`src/dsw_consts.vh`:
```
// constants for the converter speed mode and write guard block
// assumes a 100 MHz peripheral clock and 32-bit AXI4-Lite access
`ifndef DSW_CONSTS_VH
`define DSW_CONSTS_VH

// ==========================================================
// register byte offsets
`define DSW_OFS_MODE    8'h04
`define DSW_OFS_CHEN    8'h10
`define DSW_OFS_CHDIS   8'h14
`define DSW_OFS_CHSR    8'h18
`define DSW_OFS_DATA    8'h20
`define DSW_OFS_ISR     8'h24
`define DSW_OFS_IMR     8'h28
`define DSW_OFS_ACR     8'h94
`define DSW_OFS_WPMR    8'hE4
`define DSW_OFS_WPSR    8'hE8

// ==========================================================
// field positions and widths
`define DSW_MODE_MAX_SPEED_SELECT   0
`define DSW_MODE_SEL    1
`define DSW_DATA_W      12
`define DSW_ACR_W       10
`define DSW_WPSR_SRC_LO 8
`define DSW_IRQ_EOC     0
`define DSW_IRQ_TXRDY   1

// ==========================================================
// reset values and timing
`define DSW_MODE_RST    2'h0
`define DSW_ACR_RST     10'h000
`define DSW_CONV_CYC    8'h19
`define DSW_RESP_OKAY   2'h0
`define DSW_RESP_SLVERR 2'h2

`endif

```
`src/dsw_conv_timer.v`:
```
// internal conversion timer used in maximum speed mode
// assumes a one-cycle start pulse from the same clock domain
`timescale 1ns/1ps
`default_nettype none
`include "dsw_consts.vh"

module dsw_conv_timer (
  input  wire       i_clock,
  input  wire       i_rst,
  input  wire       i_start,
  output reg        o_done
);

  reg [7:0] cnt_q;

  // ==========================================================
  // down counter, done pulses one conversion time after start
  always @(posedge i_clock or posedge i_rst) begin
    if (i_rst) begin
      cnt_q  <= 8'h00;
      o_done <= 1'b0;
    end else begin
      o_done <= (cnt_q == 8'h01);
      if (i_start) begin
        cnt_q <= `DSW_CONV_CYC;
      end else if (cnt_q != 8'h00) begin
        cnt_q <= cnt_q - 8'h01;
      end
    end
  end

endmodule
`default_nettype wire

```
`src/dsw_top.v`:
```
// converter control: speed mode engine, write guard, AXI4-Lite registers
// assumes the analog core raises a level end-of-cycle on i_conv_eoc
`timescale 1ns/1ps
`default_nettype none
`include "dsw_consts.vh"

module dsw_top (
  input  wire        i_clock,
  input  wire        i_rst,
  input  wire        i_awvalid,
  output reg         o_awready,
  input  wire [7:0]  i_awaddr,
  input  wire        i_wvalid,
  output reg         o_wready,
  input  wire [31:0] i_wdata,
  input  wire [3:0]  i_wstrb,
  output reg         o_bvalid,
  input  wire        i_bready,
  output reg  [1:0]  o_bresp,
  input  wire        i_arvalid,
  output reg         o_arready,
  input  wire [7:0]  i_araddr,
  output reg         o_rvalid,
  input  wire        i_rready,
  output reg  [31:0] o_rdata,
  output reg  [1:0]  o_rresp,
  input  wire        i_conv_eoc,
  output reg         o_conv_start,
  output reg  [11:0] o_conv_data,
  output reg         o_conv_chan,
  output reg  [1:0]  o_chan_en,
  output reg  [9:0]  o_analog_current,
  output reg         o_irq
);

  localparam ST_IDLE = 2'h0;
  localparam ST_WAIT = 2'h1;
  localparam ST_CNT  = 2'h2;

  // ==========================================================
  // decode helpers
  function is_protected;
    input [7:0] a;
    begin
      is_protected = (a == `DSW_OFS_MODE) || (a == `DSW_OFS_CHEN) ||
                     (a == `DSW_OFS_CHDIS) || (a == `DSW_OFS_ACR);
    end
  endfunction

  function is_mapped;
    input [7:0] a;
    begin
      is_mapped = is_protected(a) || (a == `DSW_OFS_CHSR) || (a == `DSW_OFS_DATA) ||
                  (a == `DSW_OFS_ISR) || (a == `DSW_OFS_IMR) ||
                  (a == `DSW_OFS_WPMR) || (a == `DSW_OFS_WPSR);
    end
  endfunction

  function [31:0] wmerge;
    input [31:0] old;
    input [31:0] nw;
    input [3:0]  strb;
    reg   [31:0] m;
    begin
      m      = {{8{strb[3]}}, {8{strb[2]}}, {8{strb[1]}}, {8{strb[0]}}};
      wmerge = (nw & m) | (old & ~m);
    end
  endfunction

  reg        aw_hold_q;
  reg        w_hold_q;
  reg [7:0]  awaddr_q;
  reg [31:0] wdata_q;
  reg [3:0]  wstrb_q;
  reg [1:0]  mode_q;
  reg        wp_en_q;
  reg        wp_flag_q;
  reg [7:0]  wp_src_q;
  reg [1:0]  isr_q;
  reg [1:0]  imr_q;
  reg [11:0] data_q;
  reg        data_full_q;
  reg [1:0]  state_q;
  reg        eoc_s1_q;
  reg        eoc_s2_q;
  reg        eoc_s3_q;
  wire       tmr_done;
  wire       eoc_rise;
  wire       do_write;
  wire       do_read;
  wire       wr_blocked;
  wire       start_now;
  wire [31:0] wd_mode;
  wire [31:0] wd_acr;

  assign do_write   = aw_hold_q & w_hold_q & ~o_bvalid;
  assign do_read    = i_arvalid & o_arready;
  assign wr_blocked = do_write & wp_en_q & is_protected(awaddr_q);
  assign eoc_rise   = eoc_s2_q & ~eoc_s3_q;
  assign start_now  = (state_q == ST_IDLE) & data_full_q & o_chan_en[mode_q[`DSW_MODE_SEL]];
  assign wd_mode    = wmerge({30'h0, mode_q}, wdata_q, wstrb_q);
  assign wd_acr     = wmerge({22'h0, o_analog_current}, wdata_q, wstrb_q);

  // ==========================================================
  // end-of-cycle synchroniser, the third stage only feeds the edge detect
  always @(posedge i_clock or posedge i_rst) begin
    if (i_rst) begin
      eoc_s1_q <= 1'b0;
      eoc_s2_q <= 1'b0;
      eoc_s3_q <= 1'b0;
    end else begin
      eoc_s1_q <= i_conv_eoc;
      eoc_s2_q <= eoc_s1_q;
      eoc_s3_q <= eoc_s2_q;
    end
  end

  // ==========================================================
  // write channel: address and data taken in either order
  always @(posedge i_clock or posedge i_rst) begin
    if (i_rst) begin
      aw_hold_q <= 1'b0;
      w_hold_q  <= 1'b0;
      awaddr_q  <= 8'h00;
      wdata_q   <= 32'h0000_0000;
      wstrb_q   <= 4'h0;
      o_awready <= 1'b0;
      o_wready  <= 1'b0;
      o_bvalid  <= 1'b0;
      o_bresp   <= `DSW_RESP_OKAY;
    end else begin
      o_awready <= ~aw_hold_q & ~(i_awvalid & o_awready) & ~do_write & ~o_bvalid;
      o_wready  <= ~w_hold_q & ~(i_wvalid & o_wready) & ~do_write & ~o_bvalid;
      if (i_awvalid & o_awready) begin
        aw_hold_q <= 1'b1;
        awaddr_q  <= i_awaddr;
      end
      if (i_wvalid & o_wready) begin
        w_hold_q <= 1'b1;
        wdata_q  <= i_wdata;
        wstrb_q  <= i_wstrb;
      end
      if (do_write) begin
        aw_hold_q <= 1'b0;
        w_hold_q  <= 1'b0;
        o_bvalid  <= 1'b1;
        o_bresp   <= is_mapped(awaddr_q) ? `DSW_RESP_OKAY : `DSW_RESP_SLVERR;
      end else if (o_bvalid & i_bready) begin
        o_bvalid <= 1'b0;
      end
    end
  end

  // ==========================================================
  // configuration registers; the guard blocks MODE, CHEN, CHDIS and ACR writes
  always @(posedge i_clock or posedge i_rst) begin
    if (i_rst) begin
      mode_q           <= `DSW_MODE_RST;
      o_chan_en        <= 2'h0;
      o_analog_current <= `DSW_ACR_RST;
      wp_en_q          <= 1'b0;
      imr_q            <= 2'h0;
    end else if (do_write & ~wr_blocked) begin
      case (awaddr_q)
        `DSW_OFS_MODE:  mode_q           <= wd_mode[1:0];
        `DSW_OFS_CHEN:  o_chan_en        <= o_chan_en | wdata_q[1:0];
        `DSW_OFS_CHDIS: o_chan_en        <= o_chan_en & ~wdata_q[1:0];
        `DSW_OFS_ACR:   o_analog_current <= wd_acr[9:0];
        `DSW_OFS_IMR:   imr_q            <= wdata_q[1:0];
        `DSW_OFS_WPMR:  wp_en_q          <= wdata_q[0];
        default:        imr_q            <= imr_q;
      endcase
    end
  end

  // ==========================================================
  // violation capture; a new violation beats the read clear
  always @(posedge i_clock or posedge i_rst) begin
    if (i_rst) begin
      wp_flag_q <= 1'b0;
      wp_src_q  <= 8'h00;
    end else if (wr_blocked) begin
      wp_flag_q <= 1'b1;
      wp_src_q  <= awaddr_q;
    end else if (do_read & (i_araddr == `DSW_OFS_WPSR)) begin
      wp_flag_q <= 1'b0;
    end
  end

  // ==========================================================
  // read channel, answer one cycle after address is taken
  always @(posedge i_clock or posedge i_rst) begin
    if (i_rst) begin
      o_arready <= 1'b0;
      o_rvalid  <= 1'b0;
      o_rdata   <= 32'h0000_0000;
      o_rresp   <= `DSW_RESP_OKAY;
    end else begin
      o_arready <= ~do_read & ~o_rvalid;
      if (do_read) begin
        o_rvalid <= 1'b1;
        o_rresp  <= is_mapped(i_araddr) ? `DSW_RESP_OKAY : `DSW_RESP_SLVERR;
        case (i_araddr)
          `DSW_OFS_MODE: o_rdata <= {30'h0, mode_q};
          `DSW_OFS_CHSR: o_rdata <= {30'h0, o_chan_en};
          `DSW_OFS_ISR:  o_rdata <= {30'h0, isr_q};
          `DSW_OFS_IMR:  o_rdata <= {30'h0, imr_q};
          `DSW_OFS_ACR:  o_rdata <= {22'h0, o_analog_current};
          `DSW_OFS_WPMR: o_rdata <= {31'h0, wp_en_q};
          `DSW_OFS_WPSR: o_rdata <= {16'h0, wp_src_q, 7'h00, wp_flag_q};
          default:       o_rdata <= 32'h0000_0000;
        endcase
      end else if (o_rvalid & i_rready) begin
        o_rvalid <= 1'b0;
      end
    end
  end

  // ==========================================================
  // data holding register, one word deep
  always @(posedge i_clock or posedge i_rst) begin
    if (i_rst) begin
      data_q      <= 12'h000;
      data_full_q <= 1'b0;
    end else if (do_write & (awaddr_q == `DSW_OFS_DATA)) begin
      // writer paces refresh; a late word overwrites the held one
      data_q      <= wdata_q[11:0];
      data_full_q <= 1'b1;
    end else if (start_now) begin
      data_full_q <= 1'b0;
    end
  end

  dsw_conv_timer u_timer (
    .i_clock (i_clock),
    .i_rst   (i_rst),
    .i_start (o_conv_start),
    .o_done  (tmr_done)
  );

  // ==========================================================
  // conversion engine
  always @(posedge i_clock or posedge i_rst) begin
    if (i_rst) begin
      state_q      <= ST_IDLE;
      o_conv_start <= 1'b0;
      o_conv_data  <= 12'h000;
      o_conv_chan  <= 1'b0;
    end else begin
      o_conv_start <= start_now;
      case (state_q)
        ST_IDLE: begin
          if (start_now) begin
            o_conv_data <= data_q;
            o_conv_chan <= mode_q[`DSW_MODE_SEL];
            state_q     <= mode_q[`DSW_MODE_MAX_SPEED_SELECT] ? ST_CNT : ST_WAIT;
          end
        end
        ST_WAIT: begin
          if (eoc_rise) begin
            state_q <= ST_IDLE;
          end
        end
        ST_CNT: begin
          if (tmr_done) begin
            state_q <= ST_IDLE;
          end
        end
        default: state_q <= ST_IDLE;
      endcase
    end
  end

  // ==========================================================
  // sticky events, read of status clears, set beats clear
  always @(posedge i_clock or posedge i_rst) begin
    if (i_rst) begin
      isr_q <= 2'h0;
      o_irq <= 1'b0;
    end else begin
      // done follows synced end-of-cycle in every mode
      isr_q[`DSW_IRQ_EOC]   <= eoc_rise |
        (isr_q[`DSW_IRQ_EOC] & ~(do_read & (i_araddr == `DSW_OFS_ISR)));
      isr_q[`DSW_IRQ_TXRDY] <= start_now |
        (isr_q[`DSW_IRQ_TXRDY] & ~(do_read & (i_araddr == `DSW_OFS_ISR)));
      o_irq <= |(isr_q & imr_q);
    end
  end

endmodule
`default_nettype wire

```
`config.mk`:
```
export PLATFORM = sky130hd
export DESIGN_NAME = dsw_top
export DESIGN_NICKNAME = d
export VERILOG_FILES = /design/src/dsw_conv_timer.v /design/src/dsw_top.v
export VERILOG_INCLUDE_DIRS = /design/src
export SDC_FILE = /design/constraint.sdc
export NUM_CORES = 1
export LEC_CHECK = 0
export ABC_CLOCK_PERIOD_IN_PS = 5800
export BUFFER_PORTS_ARGS = -buffer_cell sky130_fd_sc_hd__buf_2
export CAP_MARGIN = 20
export CORE_MARGIN = 5
export CORE_UTILIZATION = 37
export DETAILED_ROUTE_END_ITERATION = 7
export SYNTH_ARGS = -nofsm -noshare
export SYNTH_HDL_FRONTEND = slang
export SYNTH_SLANG_ARGS = --single-unit
```
`constraint.sdc`:
```
create_clock -name i_clock -period 5.8 [get_ports i_clock]
set_input_delay 0.87 -clock i_clock [delete_from_list [all_inputs] [get_ports i_clock]]
set_output_delay 0.87 -clock i_clock [all_outputs]
set_load 0.05 [all_outputs]
```
### After elaboration in Yosys (flattened, before gate mapping)

Cells that the tools add are included.

| cells by class | value |
|---|---|
| add/sub/neg operators | 1 |
| order comparisons | 1 |
| equality and inequality tests | 26 |
| multiplexer cells | 25 |
| bitwise logic cells | 48 |
| reductions and logical operators | 36 |

Operators with widths:

| cell | number |
|---|---|
| case mux 16 bit (7 select lines) | 1 |
| == test 8 x 5 -> 1 bit, second input constant | 6 |
| == test 8 x 6 -> 1 bit, second input constant | 6 |
| == test 8 bit, second input constant | 6 |
| bitwise AND 1 bit | 25 |
| bitwise AND 10 bit | 2 |
| logical OR 1 bit | 18 |
| == test 8 x 3 -> 1 bit, second input constant | 2 |
| 2-to-1 mux 8 bit | 2 |
| nonzero test 2 bit | 8 |
| 2-to-1 mux 1 bit | 14 |
| 2-to-1 mux 2 bit | 6 |
| AND reduction 2 bit | 6 |
| inverter 1 bit | 11 |
| inverter 10 bit | 1 |
| OR 10 bit | 1 |
| == test 8 x 1 -> 1 bit, second input constant | 1 |
| nonzero test 8 bit | 1 |
| subtractor 8 x 1 -> 8 bit, second input constant | 1 |
| bitwise AND 2 bit | 3 |
| case mux 2 bit (3 select lines) | 1 |
| != test 2 bit, second input constant | 2 |
| OR 2 bit | 2 |
| case mux 2 bit (2 select lines) | 1 |
| 9 further kinds | 10 |

| storage, ports and cells | value |
|---|---|
| register bits | 135 |
| input bits | 60 |
| word-level logic and storage cells | 170 |

### Depth between registers and ports, before layout

Gate-level depths: netlist of run 1.

| logic depth | value |
|---|---|
| depth in word-level cells | 11 |
| gate-level depth with buffers | 6 |
| depth with buffers taken out | 6 |

### Cells and area by module

From an unflattened synthesis of run 1, not the netlist that was laid out.

| second synthesis, totals | value |
|---|---|
| cell total of the unflattened synthesis | 413 |
| area, all modules | 5088.6 sq um |

Modules (own cells, without submodules):

| module | times used | cells an instance | area each (sq um) | seq. area each (sq um) |
|---|---|---|---|---|
| dsw_top | 1 | 363 | 4585.6 | 2702.6 |
| dsw_conv_timer | 1 | 50 | 503.0 | 225.2 |

### Least setup slack after synthesis of run 1

No wires, ideal clock.

| timing path | value |
|---|---|
| kind | input port to flip-flop |
| from | in i_araddr[5] |
| to | reg wp_flag_q |
| arrival | 1928 ps |
| setup slack | 3726 ps |
| stages | 5 |
| buffers on the path | 1 |
| cell sequence | buf_2 > nor2b_1 > nand2_1 > nor3_1 > o21ai_0 |

| between the ends | value |
|---|---|
| word-level cells in the longest chain between the ends | 3 |

RTL lines:

| item | RTL line | RTL |
|---|---|---|
| from (decl) | dsw_top.v:22 | `input wire [7:0] i_araddr,` |
| == test 8 bit | n/a |  |
| bitwise AND 1 bit | dsw_top.v:185 | `` end else if (do_read & (i_araddr == `DSW_OFS_WPSR)) begin `` |
| nonzero test 2 bit (no source line) | n/a |  |
| to (signal assigned) | dsw_top.v:180 | `wp_flag_q <= 1'b0;` |
| to (signal assigned) | dsw_top.v:183 | `wp_flag_q <= 1'b1;` |
| to (signal assigned) | dsw_top.v:186 | `wp_flag_q <= 1'b0;` |
| to (decl) | dsw_top.v:77 | `reg wp_flag_q;` |

Every way passes these cells.
A chain may end at the register's enable or synchronous reset.

### Worst setup path after layout of run 1

| timing path | value |
|---|---|
| from | reg o_bvalid |
| to | reg data_q[10] |

| between the ends | value |
|---|---|
| word-level cells in the longest chain between the ends | 3 |

RTL lines:

| item | RTL line | RTL |
|---|---|---|
| from (decl) | dsw_top.v:17 | `output reg o_bvalid,` |
| from (signal assigned) | dsw_top.v:129 | `o_bvalid <= 1'b0;` |
| from (signal assigned) | dsw_top.v:146 | `o_bvalid <= 1'b1;` |
| from (signal assigned) | dsw_top.v:149 | `o_bvalid <= 1'b0;` |
| inverter 1 bit | dsw_top.v:96 | `assign do_write = aw_hold_q & w_hold_q & ~o_bvalid;` |
| bitwise AND 1 bit | dsw_top.v:96 |  |
| bitwise AND 1 bit | dsw_top.v:225 | `` end else if (do_write & (awaddr_q == `DSW_OFS_DATA)) begin `` |
| to (signal assigned) | dsw_top.v:227 | `data_q <= wdata_q[11:0];` |
| to (decl) | dsw_top.v:81 | `reg [11:0] data_q;` |

Every way passes these cells.

==> metrics.txt, run 1 <==
# TYPE chip_impl_metric gauge
chip_impl_info{name="status",value="complete, no violations"} 1
chip_impl_metric{name="gpl.final_weighted_congestion",unit=""} 0.835
chip_impl_metric{name="power.ir.vdd_worst",unit="V"} 0.000247
chip_impl_info{name="worst_hold_path_type",value="reg2reg"} 1
chip_impl_metric{name="drt-vias-per-instance",unit=""} 4.90
chip_impl_info{name="synth-main-ff-cell",value="sky130_fd_sc_hd__dfrtp_1"} 1
chip_impl_metric{name="chipHeight",unit="microns"} 126
chip_impl_metric{name="maxSlewViolCount",unit=""} 0
chip_impl_metric{name="gr-usage-all-layers",unit="%"} 13.7
chip_impl_metric{name="ioPinCount",unit=""} 128
chip_impl_info{name="cts-root-buf",value="sky130_fd_sc_hd__clkbuf_16"} 1
chip_impl_metric{name="synthDominantCellAreaShare",unit="%"} 58.6
chip_impl_metric{name="clock_buffer_count_from_cts",unit=""} 17
chip_impl_metric{name="layout_min_cycle_time",unit="ps"} 2250
chip_impl_metric{name="wire_length_of_the_first_global_routing_pass",unit="mm"} 17.2
chip_impl_info{name="crit_path_start_kind",value="flop"} 1
chip_impl_metric{name="syn-cell-area",unit="sq mm"} 0.00499
chip_impl_metric{name="clk_transition_reported_paths",unit="ps"} 50
chip_impl_metric{name="detailedRoute.firstPassIterationCount",unit=""} 4
chip_impl_metric{name="syn_area_per_cell",unit="sq um"} 12.9
chip_impl_metric{name="post_route_cells_drive_above_1_share",unit="%"} 37.9
chip_impl_info{name="critical_path.endpoint_type",value="flop"} 1
chip_impl_metric{name="hold_ws",unit="ps"} 366
chip_impl_metric{name="critPathMaxFanout",unit=""} 13
chip_impl_metric{name="final_setup_violations",unit=""} 0
chip_impl_metric{name="synth-seq-area-share",unit="%"} 58.6
chip_impl_info{name="mostFrequentLayoutCell",value="sky130_fd_sc_hd__dfrtp_1"} 1
chip_impl_metric{name="synthCells",unit=""} 387
chip_impl_metric{name="placeableCoreArea",unit="sq mm"} 0.0132
chip_impl_metric{name="detail_route.wirelength",unit="mm"} 10.5
chip_impl_metric{name="floorplan.die_area",unit="sq mm"} 0.0159
chip_impl_metric{name="cts_htree_levels",unit=""} 4
chip_impl_metric{name="power_density",unit="mW/mm^2"} 450
chip_impl_metric{name="dp_cells",unit=""} 639
chip_impl_metric{name="antenna_left",unit=""} 0
chip_impl_info{name="grt_setup_unrepaired",value="false"} 1
chip_impl_metric{name="fmax",unit="MHz"} 445
chip_impl_metric{name="max_cap_viol_count",unit=""} 0
chip_impl_metric{name="first_iter_violations",unit=""} 190
chip_impl_metric{name="area_growth_syn_to_layout",unit="%"} 22.0
chip_impl_metric{name="cts.hold.buffers_added",unit=""} 0
chip_impl_metric{name="async_flop_share",unit="%"} 100
chip_impl_metric{name="final_core_util",unit="%"} 46.0
chip_impl_metric{name="clock_sink_count",unit=""} 117
chip_impl_metric{name="synth_warnings",unit=""} 0
chip_impl_info{name="critPathKind",value="reg2reg"} 1
chip_impl_metric{name="average_detailed_routed_wire_length_per_instance",unit="microns"} 15.7
chip_impl_metric{name="clkLatencyLatePin",unit="ps"} 410
chip_impl_metric{name="finalSetupTns",unit="ps"} 0
chip_impl_metric{name="postSynthRegisterBits",unit=""} 117
chip_impl_metric{name="post-dp-hpwl",unit="mm"} 7.43
chip_impl_metric{name="synth_edf_count",unit=""} 0
chip_impl_metric{name="final.setup_skew",unit="ps"} 9.37
chip_impl_metric{name="worst-endpoint-required",unit="ps"} 6090
chip_impl_metric{name="initial_core_util",unit="%"} 37.7
chip_impl_metric{name="vias_in_the_first_global_route",unit=""} 3275
chip_impl_metric{name="tightestPinTransition",unit="ps"} 879
chip_impl_metric{name="clock_path_buffers",unit=""} 2
chip_impl_metric{name="placementRows",unit=""} 42
chip_impl_metric{name="io_buffers",unit=""} 87
chip_impl_metric{name="final-instance-count-excl-fill",unit=""} 669
chip_impl_metric{name="antenna_cells_inserted",unit=""} 0
chip_impl_info{name="synth_largest_area_cell",value="sky130_fd_sc_hd__dfrtp_1"} 1
chip_impl_metric{name="cellLeakagePower",unit="nW"} 3.02
chip_impl_metric{name="min_period_over_period",unit="%"} 38.7
chip_impl_metric{name="die_x",unit="microns"} 126
chip_impl_metric{name="vias",unit=""} 3275
chip_impl_info{name="mostFrequentLayoutCells",value="sky130_fd_sc_hd__dfrtp_1 (117), sky130_fd_sc_hd__buf_2 (87), sky130_fd_sc_hd__mux2_2 (56)"} 1
chip_impl_metric{name="design.final.nets",unit=""} 544
chip_impl_metric{name="slew_headroom",unit="%"} 41.4
chip_impl_metric{name="post_cts.resized_instances",unit=""} 0
chip_impl_metric{name="post-cts-setup-buffers",unit=""} 0
chip_impl_metric{name="number_of_remaining_drc_errors",unit=""} 0
chip_impl_metric{name="timing_hold_violations_final",unit=""} 0
chip_impl_metric{name="grt_max_degree",unit=""} 74
chip_impl_metric{name="data_arrival_time_of_the_critical_path",unit="ps"} 2540
chip_impl_metric{name="global_route.overflow_total",unit=""} 0
chip_impl_metric{name="totalPowerFinal",unit="mW"} 2.74
chip_impl_info{name="cts_tree",value="yes"} 1
chip_impl_metric{name="antenna_found_initial",unit=""} 0
chip_impl_metric{name="netlist-cell-type-count",unit=""} 52
chip_impl_info{name="synth.top_cells.by_area",value="sky130_fd_sc_hd__dfrtp_1 (59%), sky130_fd_sc_hd__mux2_2 (13%), sky130_fd_sc_hd__buf_4 (3.0%)"} 1
[cells by family (layout without fill, tap and decap cells)]
kind of cell               count (synthesis)  after routing  synth area share [%]
muxes                                     71             71                  15.9
other                                      1             18                0.0751
adders and majority gates                  2              2                 0.501
DFF                                      117            117                  58.6
buffers and inverters                     43            132                  4.93
xor gates and xnor gates                   3              3                 0.526
AOI/OAI and AO/OA                         59             59                  8.42
and+or+nand+nor                           91             91                  11.1
[synth_stat cells (2+ instances only)]
cell type,instances
sky130_fd_sc_hd__a211oi_1,2
sky130_fd_sc_hd__a21o_1,2
sky130_fd_sc_hd__a21oi_1,9
sky130_fd_sc_hd__a22o_1,14
sky130_fd_sc_hd__a22oi_1,7
sky130_fd_sc_hd__and2_1,7
sky130_fd_sc_hd__and3_1,3
sky130_fd_sc_hd__buf_1,2
sky130_fd_sc_hd__buf_2,2
sky130_fd_sc_hd__buf_4,20
sky130_fd_sc_hd__clkbuf_1,5
sky130_fd_sc_hd__dfrtp_1,117
sky130_fd_sc_hd__ha_1,2
sky130_fd_sc_hd__inv_1,13
sky130_fd_sc_hd__mux2_1,9
sky130_fd_sc_hd__mux2_2,56
sky130_fd_sc_hd__mux2i_1,6
sky130_fd_sc_hd__nand2_1,18
sky130_fd_sc_hd__nand2b_1,4
sky130_fd_sc_hd__nand3_1,6
sky130_fd_sc_hd__nand4_1,4
sky130_fd_sc_hd__nor2_1,18
sky130_fd_sc_hd__nor2b_1,7
sky130_fd_sc_hd__nor3_1,5
sky130_fd_sc_hd__nor3b_2,2
sky130_fd_sc_hd__nor4_1,2
sky130_fd_sc_hd__nor4_2,3
sky130_fd_sc_hd__nor4b_1,3
sky130_fd_sc_hd__o21ai_0,11
sky130_fd_sc_hd__o31ai_1,2
sky130_fd_sc_hd__o32ai_1,3
sky130_fd_sc_hd__xnor2_1,3
[power breakdown]
| group | switching [mW] | leakage [nW] | internal (mW) |
|---|---|---|---|
| registers | 0.200 | 1.53 | 0.993 |
| logic | 0.339 | 1.21 | 0.234 |
| clock network | 0.352 | 0.276 | 0.625 |
[layout make-up]
| cell class | instances | area (sq um) |
|---|---|---|
| Sequential cell | 117 | 2930 |
| Clock buffer | 21 | 480 |
| Clock inverter | 9 | 78.8 |
| Tap cell | 176 | 220 |
| Multi-Input combinational cell | 244 | 1880 |
| Fill cell | 1217 | 7150 |
| Inverter | 13 | 51.3 |
| Timing Repair Buffer | 89 | 450 |
[worst max-delay path, stage by stage (launching register included)]
cell and delay [ps]:
sky130_fd_sc_hd__dfrtp_1 380, sky130_fd_sc_hd__and3b_1 450, sky130_fd_sc_hd__nand2_1 190, sky130_fd_sc_hd__nor3b_4 700, sky130_fd_sc_hd__mux2_2 410
[worst paths after layout]
check / startpoint / end / slack, ps / depth (start not counted)
worst max register to register: o_bvalid / data_q[10] / 3550 / 4
worst max-delay path: o_bvalid / data_q[10] / 3550 / 4
max in group asynchronous: i_rst / o_rdata[6] / 4020 / 3
worst min register to register: eoc_s1_q / eoc_s2_q / 370 / 0
min in group asynchronous: i_rst / data_q[10] / 660 / 2
worst min-delay path: eoc_s1_q / eoc_s2_q / 370 / 0
[through the flow]
step	setup WS (ps)	area (sq um)
after floorplan	1830	5060
after global placement	3190	5530
after detailed placement	3140	5530
after CTS	3530	6090
after global routing	3410	6090
final	3550	6090
[per-layer routing]
metal	global-route usage, %	part of all wire (%)	vias up
met5	0	0	-
met4	6.75	2.1	0
met3	4.02	4.6	17
met2	20.7	47	99
met1	18.0	47	1613
li1	-	-	1546
Power figures use the tool's default switching activity.
==> run 2: changes to the inputs <==
--- a/config.mk
+++ b/config.mk
@@ -6,7 +6,8 @@
 export SDC_FILE = /design/constraint.sdc
 export NUM_CORES = 1
 export LEC_CHECK = 0
-export ABC_CLOCK_PERIOD_IN_PS = 5800
+export ABC_AREA = 1
+export ABC_CLOCK_PERIOD_IN_PS = 2200
 export BUFFER_PORTS_ARGS = -buffer_cell sky130_fd_sc_hd__buf_2
 export CAP_MARGIN = 20
 export CORE_MARGIN = 5
==> constraint.sdc (replaced) <==
create_clock -name i_clock -period 2.2 [get_ports i_clock]
set_input_delay 0.33 -clock i_clock [delete_from_list [all_inputs] [get_ports i_clock]]
set_output_delay 0.33 -clock i_clock [all_outputs]
set_load 0.05 [all_outputs]
==> metrics.txt, run 2 <==
# TYPE chip_impl_metric gauge
chip_impl_info{name="status",value="complete, no violations"} 1
chip_impl_metric{name="synth_edf_count",unit=""} 0
chip_impl_metric{name="initial_core_util",unit="%"} 37.4
chip_impl_metric{name="tightestPinTransition",unit="ps"} 650
chip_impl_metric{name="gr-usage-all-layers",unit="%"} 14.8
chip_impl_info{name="mostFrequentLayoutCells",value="sky130_fd_sc_hd__nand2_1 (159), sky130_fd_sc_hd__dfrtp_1 (117), sky130_fd_sc_hd__buf_2 (87), sky130_fd_sc_hd__inv_1 (63), sky130_fd_sc_hd__o21ai_0 (50)"} 1
chip_impl_metric{name="hold_ws",unit="ps"} 27.5
chip_impl_metric{name="global_route.overflow_total",unit=""} 0
chip_impl_metric{name="wire_length_of_the_first_global_routing_pass",unit="mm"} 19.1
chip_impl_metric{name="final-instance-count-excl-fill",unit=""} 857
chip_impl_metric{name="synth_warnings",unit=""} 0
chip_impl_info{name="grt_most_used_layer",value="met2"} 1
chip_impl_info{name="post-synth-top-count-cell",value="sky130_fd_sc_hd__nand2_1"} 1
chip_impl_metric{name="area_growth_syn_to_layout",unit="%"} 22.2
chip_impl_metric{name="max_cap_viol_count",unit=""} 0
chip_impl_metric{name="dp_cells",unit=""} 825
chip_impl_metric{name="grt_max_degree",unit=""} 118
chip_impl_metric{name="post-dp-hpwl",unit="mm"} 8.28
chip_impl_metric{name="slew_headroom",unit="%"} 56.7
chip_impl_info{name="grt_setup_unrepaired",value="false"} 1
chip_impl_metric{name="layout.filler_cells",unit=""} 1339
chip_impl_metric{name="syn-cell-area",unit="sq mm"} 0.00513
chip_impl_info{name="synth_largest_area_cell",value="sky130_fd_sc_hd__dfrtp_1"} 1
chip_impl_metric{name="gr-usage-met3",unit="%"} 5.00
chip_impl_metric{name="clkLatencyLatePin",unit="ps"} 420
chip_impl_metric{name="postSynthRegisterBits",unit=""} 117
chip_impl_metric{name="data_arrival_time_of_the_critical_path",unit="ps"} 1910
chip_impl_metric{name="detailedRoute.firstPassIterationCount",unit=""} 5
chip_impl_metric{name="floorplan.die_area",unit="sq mm"} 0.0163
chip_impl_metric{name="maxSlewViolCount",unit=""} 0
chip_impl_metric{name="min_period_over_period",unit="%"} 73.0
chip_impl_metric{name="clock_buffer_count_from_cts",unit=""} 17
chip_impl_metric{name="post-cts-setup-buffers",unit=""} 0
chip_impl_metric{name="average_detailed_routed_wire_length_per_instance",unit="microns"} 13.3
chip_impl_metric{name="number_of_remaining_drc_errors",unit=""} 0
chip_impl_metric{name="antenna_cells_inserted",unit=""} 0
chip_impl_metric{name="worst-endpoint-required",unit="ps"} 2500
chip_impl_info{name="synth.top_cells.by_area",value="sky130_fd_sc_hd__dfrtp_1 (57%), sky130_fd_sc_hd__nand2_1 (12%), sky130_fd_sc_hd__o21ai_0 (4.9%)"} 1
chip_impl_metric{name="grt_use_met2",unit="%"} 23.0
chip_impl_metric{name="gpl.final_weighted_congestion",unit=""} 0.846
chip_impl_info{name="cts-root-buf",value="sky130_fd_sc_hd__clkbuf_16"} 1
chip_impl_metric{name="netlist-cell-type-count",unit=""} 39
chip_impl_metric{name="first_iter_violations",unit=""} 236
chip_impl_metric{name="timing_hold_violations_final",unit=""} 0
chip_impl_metric{name="detail_route.wirelength",unit="mm"} 11.4
chip_impl_metric{name="clk_transition_reported_paths",unit="ps"} 50
chip_impl_metric{name="syn_area_per_cell",unit="sq um"} 9.02
chip_impl_metric{name="finalSetupTns",unit="ps"} 0
chip_impl_metric{name="final.setup_skew",unit="ps"} 6.78
chip_impl_metric{name="async_flop_share",unit="%"} 100
chip_impl_metric{name="io_buffers",unit=""} 87
chip_impl_info{name="crit_path_start_kind",value="flop"} 1
chip_impl_metric{name="synthCells",unit=""} 568
chip_impl_metric{name="cts.hold.buffers_added",unit=""} 0
chip_impl_metric{name="synth-seq-area-share",unit="%"} 57.1
chip_impl_metric{name="synthDominantCellAreaShare",unit="%"} 57.1
chip_impl_metric{name="chipHeight",unit="microns"} 128
chip_impl_info{name="worst_hold_path_type",value="in2reg"} 1
chip_impl_metric{name="fmax",unit="MHz"} 623
chip_impl_metric{name="power_density",unit="mW/mm^2"} 1170
chip_impl_metric{name="drt-vias-per-instance",unit=""} 4.60
chip_impl_info{name="synth_commonest_cells",value="sky130_fd_sc_hd__nand2_1 (159), sky130_fd_sc_hd__dfrtp_1 (117), sky130_fd_sc_hd__inv_1 (64)"} 1
chip_impl_metric{name="final_setup_violations",unit=""} 0
chip_impl_metric{name="die_x",unit="microns"} 128
chip_impl_metric{name="critPathMaxFanout",unit=""} 5
chip_impl_info{name="critPathKind",value="reg2reg"} 1
chip_impl_metric{name="ioPinCount",unit=""} 128
chip_impl_metric{name="design.final.nets",unit=""} 726
chip_impl_metric{name="power.ir.vdd_worst",unit="V"} 0.000569
chip_impl_metric{name="post_cts.resized_instances",unit=""} 0
chip_impl_info{name="critical_path.endpoint_type",value="flop"} 1
chip_impl_metric{name="clock_sink_count",unit=""} 117
chip_impl_info{name="mostFrequentLayoutCell",value="sky130_fd_sc_hd__nand2_1"} 1
chip_impl_metric{name="gr-usage-met1",unit="%"} 19.2
chip_impl_metric{name="placeableCoreArea",unit="sq mm"} 0.0137
chip_impl_metric{name="cts_htree_levels",unit=""} 4
chip_impl_metric{name="clock_path_buffers",unit=""} 2
chip_impl_metric{name="post_route_cells_drive_above_1_share",unit="%"} 23.6
chip_impl_metric{name="layout_min_cycle_time",unit="ps"} 1610
chip_impl_metric{name="vias_in_the_first_global_route",unit=""} 3965
chip_impl_metric{name="totalPowerFinal",unit="mW"} 7.36
chip_impl_metric{name="antenna_found_initial",unit=""} 0
chip_impl_metric{name="placementRows",unit=""} 43
chip_impl_metric{name="vias",unit=""} 3946
chip_impl_metric{name="antenna_left",unit=""} 0
chip_impl_info{name="synth-main-ff-cell",value="sky130_fd_sc_hd__dfrtp_1"} 1
chip_impl_info{name="cts_tree",value="yes"} 1
chip_impl_metric{name="cellLeakagePower",unit="nW"} 3.27
run 2: changes by cell type after synthesis, moves of 14 or more:
cell,before,now
sky130_fd_sc_hd__nand2_1,18,159
sky130_fd_sc_hd__mux2_2,56,3
sky130_fd_sc_hd__inv_1,13,64
sky130_fd_sc_hd__o21ai_0,11,50
sky130_fd_sc_hd__nor2_1,18,35
sky130_fd_sc_hd__o21ai_1,1,15
run 2: cell type report:
class	instances	area, sq um	area share (%)
timing repair buffer	91	478	7.63
tap	180	225	3.60
clock inverter	13	133	2.12
multi-input combinational	363	1770	28.2
sequential	117	2930	46.7
clock buffer	19	453	7.23
inverter	74	282	4.49
run 2: layer usage:
metal / up-vias / wire length, microns
met1: 1854 / 5110
met4: 0 / 200
li1: 1962 / -
met5: - / 0
met3: 18 / 780
met2: 112 / 5260
run 2: logic make-up (layout without fill, tap and decap cells):
kind of cell | count (synthesis) | in the layout | share of synthesized area [%]
AND/OR/NAND/NOR | 249 | 249 | 21.7
flip-flops | 117 | 117 | 57.1
buffers and inverters | 105 | 197 | 9.69
AO/OA/AOI/OAI | 88 | 88 | 9.62
multiplexers | 4 | 4 | 0.952
adder cells (fa/ha/maj) | 2 | 2 | 0.488
XOR/XNOR | 2 | 2 | 0.342
other | 1 | 18 | 0.0732
run 2: worst max-delay path, stage by stage, from the launching register on:
cell	delay, ps
sky130_fd_sc_hd__dfrtp_1	380
sky130_fd_sc_hd__inv_1	120
sky130_fd_sc_hd__ha_1	230
sky130_fd_sc_hd__nand2_1	90
sky130_fd_sc_hd__nor2_1	280
sky130_fd_sc_hd__nor3_1	120
sky130_fd_sc_hd__a211oi_1	220
sky130_fd_sc_hd__inv_1	60
run 2: path summary, 6_finish.rpt:
| path | start | to | slack (ps) | depth (start not counted) |
|---|---|---|---|---|
| worst max-delay path | u_timer.cnt_q[0] | u_timer.cnt_q[3] | 590 | 7 |
| worst max register to register | u_timer.cnt_q[0] | u_timer.cnt_q[3] | 590 | 7 |
| worst min register to register | eoc_s1_q | eoc_s2_q | 350 | 0 |
| max in group asynchronous | i_rst | imr_q[0] | 1630 | 3 |
| worst min-delay path | i_conv_eoc | eoc_s1_q | 30 | 1 |
| min in group asynchronous | i_rst | aw_hold_q | 40 | 3 |
run 2: per-stage QoR:
| stage | setup WS (ps) | area [sq um] | utilization (%) |
|---|---|---|---|
| finish | 595 | 6260 | 45.7 |
| detailed placement | 598 | 5680 | 41.4 |
| global route | 419 | 6260 | 45.7 |
| floorplan | 443 | 5190 | - |
| global placement | 620 | 5680 | 41.4 |
| CTS | 580 | 6260 | 45.7 |
run 2: power breakdown:
group / internal (mW) / switching (mW)
clock network: 1.71 / 0.982
registers: 2.63 / 0.344
logic: 0.479 / 1.21
total: 4.82 / 2.53
==> run 3: changes to the inputs <==
--- a/config.mk
+++ b/config.mk
@@ -7,7 +7,7 @@
 export NUM_CORES = 1
 export LEC_CHECK = 0
 export ABC_AREA = 1
-export ABC_CLOCK_PERIOD_IN_PS = 2200
+export ABC_CLOCK_PERIOD_IN_PS = 1500
 export BUFFER_PORTS_ARGS = -buffer_cell sky130_fd_sc_hd__buf_2
 export CAP_MARGIN = 20
 export CORE_MARGIN = 5
==> constraint.sdc (replaced) <==
create_clock -name i_clock -period 1.5 [get_ports i_clock]
set_input_delay 0.225 -clock i_clock [delete_from_list [all_inputs] [get_ports i_clock]]
set_output_delay 0.225 -clock i_clock [all_outputs]
set_load 0.05 [all_outputs]
==> metrics.txt, run 3 (same netlist as run 2, synthesis figures left out) <==
# TYPE chip_impl_metric gauge
chip_impl_info{name="status",value="complete, no violations"} 1
chip_impl_info{name="critPathKind",value="reg2reg"} 1
chip_impl_metric{name="data_arrival_time_of_the_critical_path",unit="ps"} 1700
chip_impl_metric{name="final_setup_violations",unit=""} 0
chip_impl_metric{name="floorplan.die_area",unit="sq mm"} 0.0163
chip_impl_metric{name="comb_power_share",unit="%"} 24.8
chip_impl_metric{name="io_buffers",unit=""} 87
chip_impl_metric{name="share_of_total_power_consumed_by_net_switching",unit="%"} 33.3
chip_impl_metric{name="clkLatencyLatePin",unit="ps"} 400
chip_impl_metric{name="critPathMaxFanout",unit=""} 8
chip_impl_info{name="mostFrequentLayoutCell",value="sky130_fd_sc_hd__nand2_1"} 1
chip_impl_metric{name="ioPinCount",unit=""} 128
chip_impl_metric{name="vias",unit=""} 4024
chip_impl_metric{name="placementRows",unit=""} 43
chip_impl_metric{name="gr-usage-all-layers",unit="%"} 14.4
chip_impl_metric{name="power.ir.vdd_worst",unit="V"} 0.00103
chip_impl_info{name="critical-path-top-delay-family",value="simple AND/OR/NAND/NOR gates"} 1
chip_impl_metric{name="design.final.nets",unit=""} 754
chip_impl_info{name="timing.critical_path.cells",value="inv_1 > nand3_2 > inv_2 > nand3_4 > nor2_4 > o21ai_1"} 1
chip_impl_metric{name="number_of_remaining_drc_errors",unit=""} 0
chip_impl_metric{name="clock_path_buffers",unit=""} 2
chip_impl_metric{name="max_cap_viol_count",unit=""} 0
chip_impl_metric{name="maxSlewViolCount",unit=""} 0
chip_impl_metric{name="vias_in_the_first_global_route",unit=""} 3956
chip_impl_metric{name="initial_core_util",unit="%"} 37.4
chip_impl_info{name="worst_path_max_delay_cell",value="sky130_fd_sc_hd__dfrtp_1"} 1
chip_impl_metric{name="sequentialPowerShare",unit="%"} 38.2
chip_impl_metric{name="timing_hold_violations_final",unit=""} 0
chip_impl_metric{name="power_density",unit="mW/mm^2"} 1730
chip_impl_metric{name="antenna_left",unit=""} 0
chip_impl_metric{name="post_route_cells_drive_above_1_share",unit="%"} 27.7
chip_impl_metric{name="worst-endpoint-required",unit="ps"} 1780
chip_impl_metric{name="antenna_found_initial",unit=""} 0
chip_impl_info{name="crit_path_start_kind",value="flop"} 1
chip_impl_metric{name="area_growth_syn_to_layout",unit="%"} 28.4
chip_impl_metric{name="average_detailed_routed_wire_length_per_instance",unit="microns"} 13.0
chip_impl_metric{name="placeableCoreArea",unit="sq mm"} 0.0137
chip_impl_metric{name="detailedRoute.firstPassIterationCount",unit=""} 4
chip_impl_metric{name="layout.filler_cells",unit=""} 1335
chip_impl_info{name="critical_path.endpoint_type",value="flop"} 1
chip_impl_metric{name="dp_cells",unit=""} 839
chip_impl_info{name="cts_tree",value="yes"} 1
chip_impl_info{name="mostFrequentLayoutCells",value="sky130_fd_sc_hd__nand2_1 (158), sky130_fd_sc_hd__dfrtp_1 (116), sky130_fd_sc_hd__buf_2 (86), sky130_fd_sc_hd__inv_1 (60), sky130_fd_sc_hd__o21ai_0 (47)"} 1
chip_impl_info{name="worst_hold_path_type",value="in2reg"} 1
chip_impl_metric{name="drt-vias-per-instance",unit=""} 4.55
chip_impl_metric{name="delay_of_the_slowest_cell_on_the_worst_path",unit="ps"} 410
chip_impl_metric{name="grt_max_degree",unit=""} 63
chip_impl_metric{name="die_x",unit="microns"} 128
chip_impl_metric{name="final-instance-count-excl-fill",unit=""} 884
chip_impl_metric{name="chipHeight",unit="microns"} 128
chip_impl_info{name="cts-root-buf",value="sky130_fd_sc_hd__clkbuf_16"} 1
chip_impl_metric{name="first_iter_violations",unit=""} 198
chip_impl_metric{name="gpl.final_weighted_congestion",unit=""} 0.863
chip_impl_metric{name="layout_min_cycle_time",unit="ps"} 1420
chip_impl_metric{name="fmax",unit="MHz"} 703
chip_impl_metric{name="post-dp-hpwl",unit="mm"} 8.39
chip_impl_metric{name="wire_length_of_the_first_global_routing_pass",unit="mm"} 18.9
chip_impl_metric{name="global_route.overflow_total",unit=""} 0
chip_impl_metric{name="clk_transition_reported_paths",unit="ps"} 50
chip_impl_metric{name="clock_share_of_power",unit="%"} 37.0
chip_impl_metric{name="cellInternalPower",unit="mW"} 7.61
chip_impl_metric{name="cts_htree_levels",unit=""} 4
chip_impl_metric{name="final.setup_skew",unit="ps"} 9.43
chip_impl_metric{name="clock_sink_count",unit=""} 117
chip_impl_metric{name="clock_buffer_count_from_cts",unit=""} 17
chip_impl_metric{name="antenna_cells_inserted",unit=""} 0
chip_impl_metric{name="worst-path-buf-inv",unit=""} 2
chip_impl_metric{name="cellLeakagePower",unit="nW"} 3.43
chip_impl_metric{name="min_period_over_period",unit="%"} 94.8
chip_impl_metric{name="detail_route.wirelength",unit="mm"} 11.5
chip_impl_info{name="grt_setup_unrepaired",value="true"} 1
chip_impl_metric{name="switchingPower",unit="mW"} 3.80
chip_impl_metric{name="final_core_util",unit="%"} 48.0
-- run 3: cell types whose count changed in the layout (fill, tap and decap cells not counted), moves of 4 or more --
| cell | change |
|---|---|
| sky130_fd_sc_hd__clkinv_4 | +4 |
| sky130_fd_sc_hd__nor2_1 | -4 |
| sky130_fd_sc_hd__clkinvlp_4 | -5 |
| sky130_fd_sc_hd__buf_4 | +21 |
| sky130_fd_sc_hd__nor2_2 | +4 |
| sky130_fd_sc_hd__dlygate4sd3_1 | +4 |
-- run 3: power groups by stage --
stage               Combinational (mW)  Clock (mW)  Sequential (mW)
floorplan                         1.59           0             4.67
global placement                  2.54           0             4.38
detailed placement                2.60           0             4.40
CTS                               2.63        4.29             4.36
global route                      3.19        4.47             4.44
finish                            2.83        4.22             4.36
-- run 3: per-layer routing --
metal,part of all wire [%],up-vias,global-route usage [%]
li1,-,2029,-
met1,46,1894,18.9
met4,0.97,0,4.56
met5,0,-,0
met3,5.3,10,4.50
met2,48,91,23.1
-- run 3: worst register-to-register path, cell delays in order, from the launching register on --
cell,delay (ps)
sky130_fd_sc_hd__dfrtp_1,410
sky130_fd_sc_hd__inv_1,90
sky130_fd_sc_hd__nand3_2,100
sky130_fd_sc_hd__inv_2,170
sky130_fd_sc_hd__nand3_4,160
sky130_fd_sc_hd__nor2_4,270
sky130_fd_sc_hd__o21ai_1,90
-- run 3: per-stage QoR --
| stage | hold WS (ps) | total power, mW | TNS (ps) | worst slack, ps | area, sq um |
|---|---|---|---|---|---|
| 6_report | 25.4 | 11.4 | 0 | 77.8 | 6580 |
| 3_3_place_gp | 334 | 6.92 | 0 | 63.6 | 5800 |
| 5_1_grt | 20.1 | 12.1 | -44.5 | -16.3 | 6580 |
| 3_5_place_dp | 339 | 7.01 | 0 | 30.8 | 5800 |
| 2_1_floorplan | 256 | 6.27 | -18190 | -152 | 5190 |
| 4_1_cts | 4.91 | 11.3 | 0 | 17.4 | 6460 |
-- run 3: layout make-up --
type	count	area, sq um	share of cell area [%]
Clock buffer	18	439	6.67
Clock inverter	13	183	2.77
Inverter	74	288	4.37
Multi-Input combinational cell	364	1810	27.5
Sequential cell	117	2930	44.5
Tap cell	180	225	3.42
Timing Repair Buffer	118	709	10.8
-- run 3: repair_timing --
item | 4_1_cts | 5_1_grt
setup endpoints to repair | 0 | 49
setup buffers | 0 | 9
endpoints found under the hold margin | 120 | 0
hold buffers | 4 | 0
gates resized for setup | 0 | 19
-- run 3: worst paths after layout --
check | from | to | slack, ps | depth (start not counted)
worst max-delay path | o_bvalid | flop | 80 | 6
worst min-delay path | i_wdata[0] | wdata_q[0] | 30 | 3
worst max register to register | o_bvalid | flop | 80 | 6
worst min register to register | eoc_s1_q | eoc_s2_q | 350 | 0
max in group asynchronous | i_rst | wp_flag_q | 730 | 4
min in group asynchronous | i_rst | awaddr_q[1] | 460 | 4
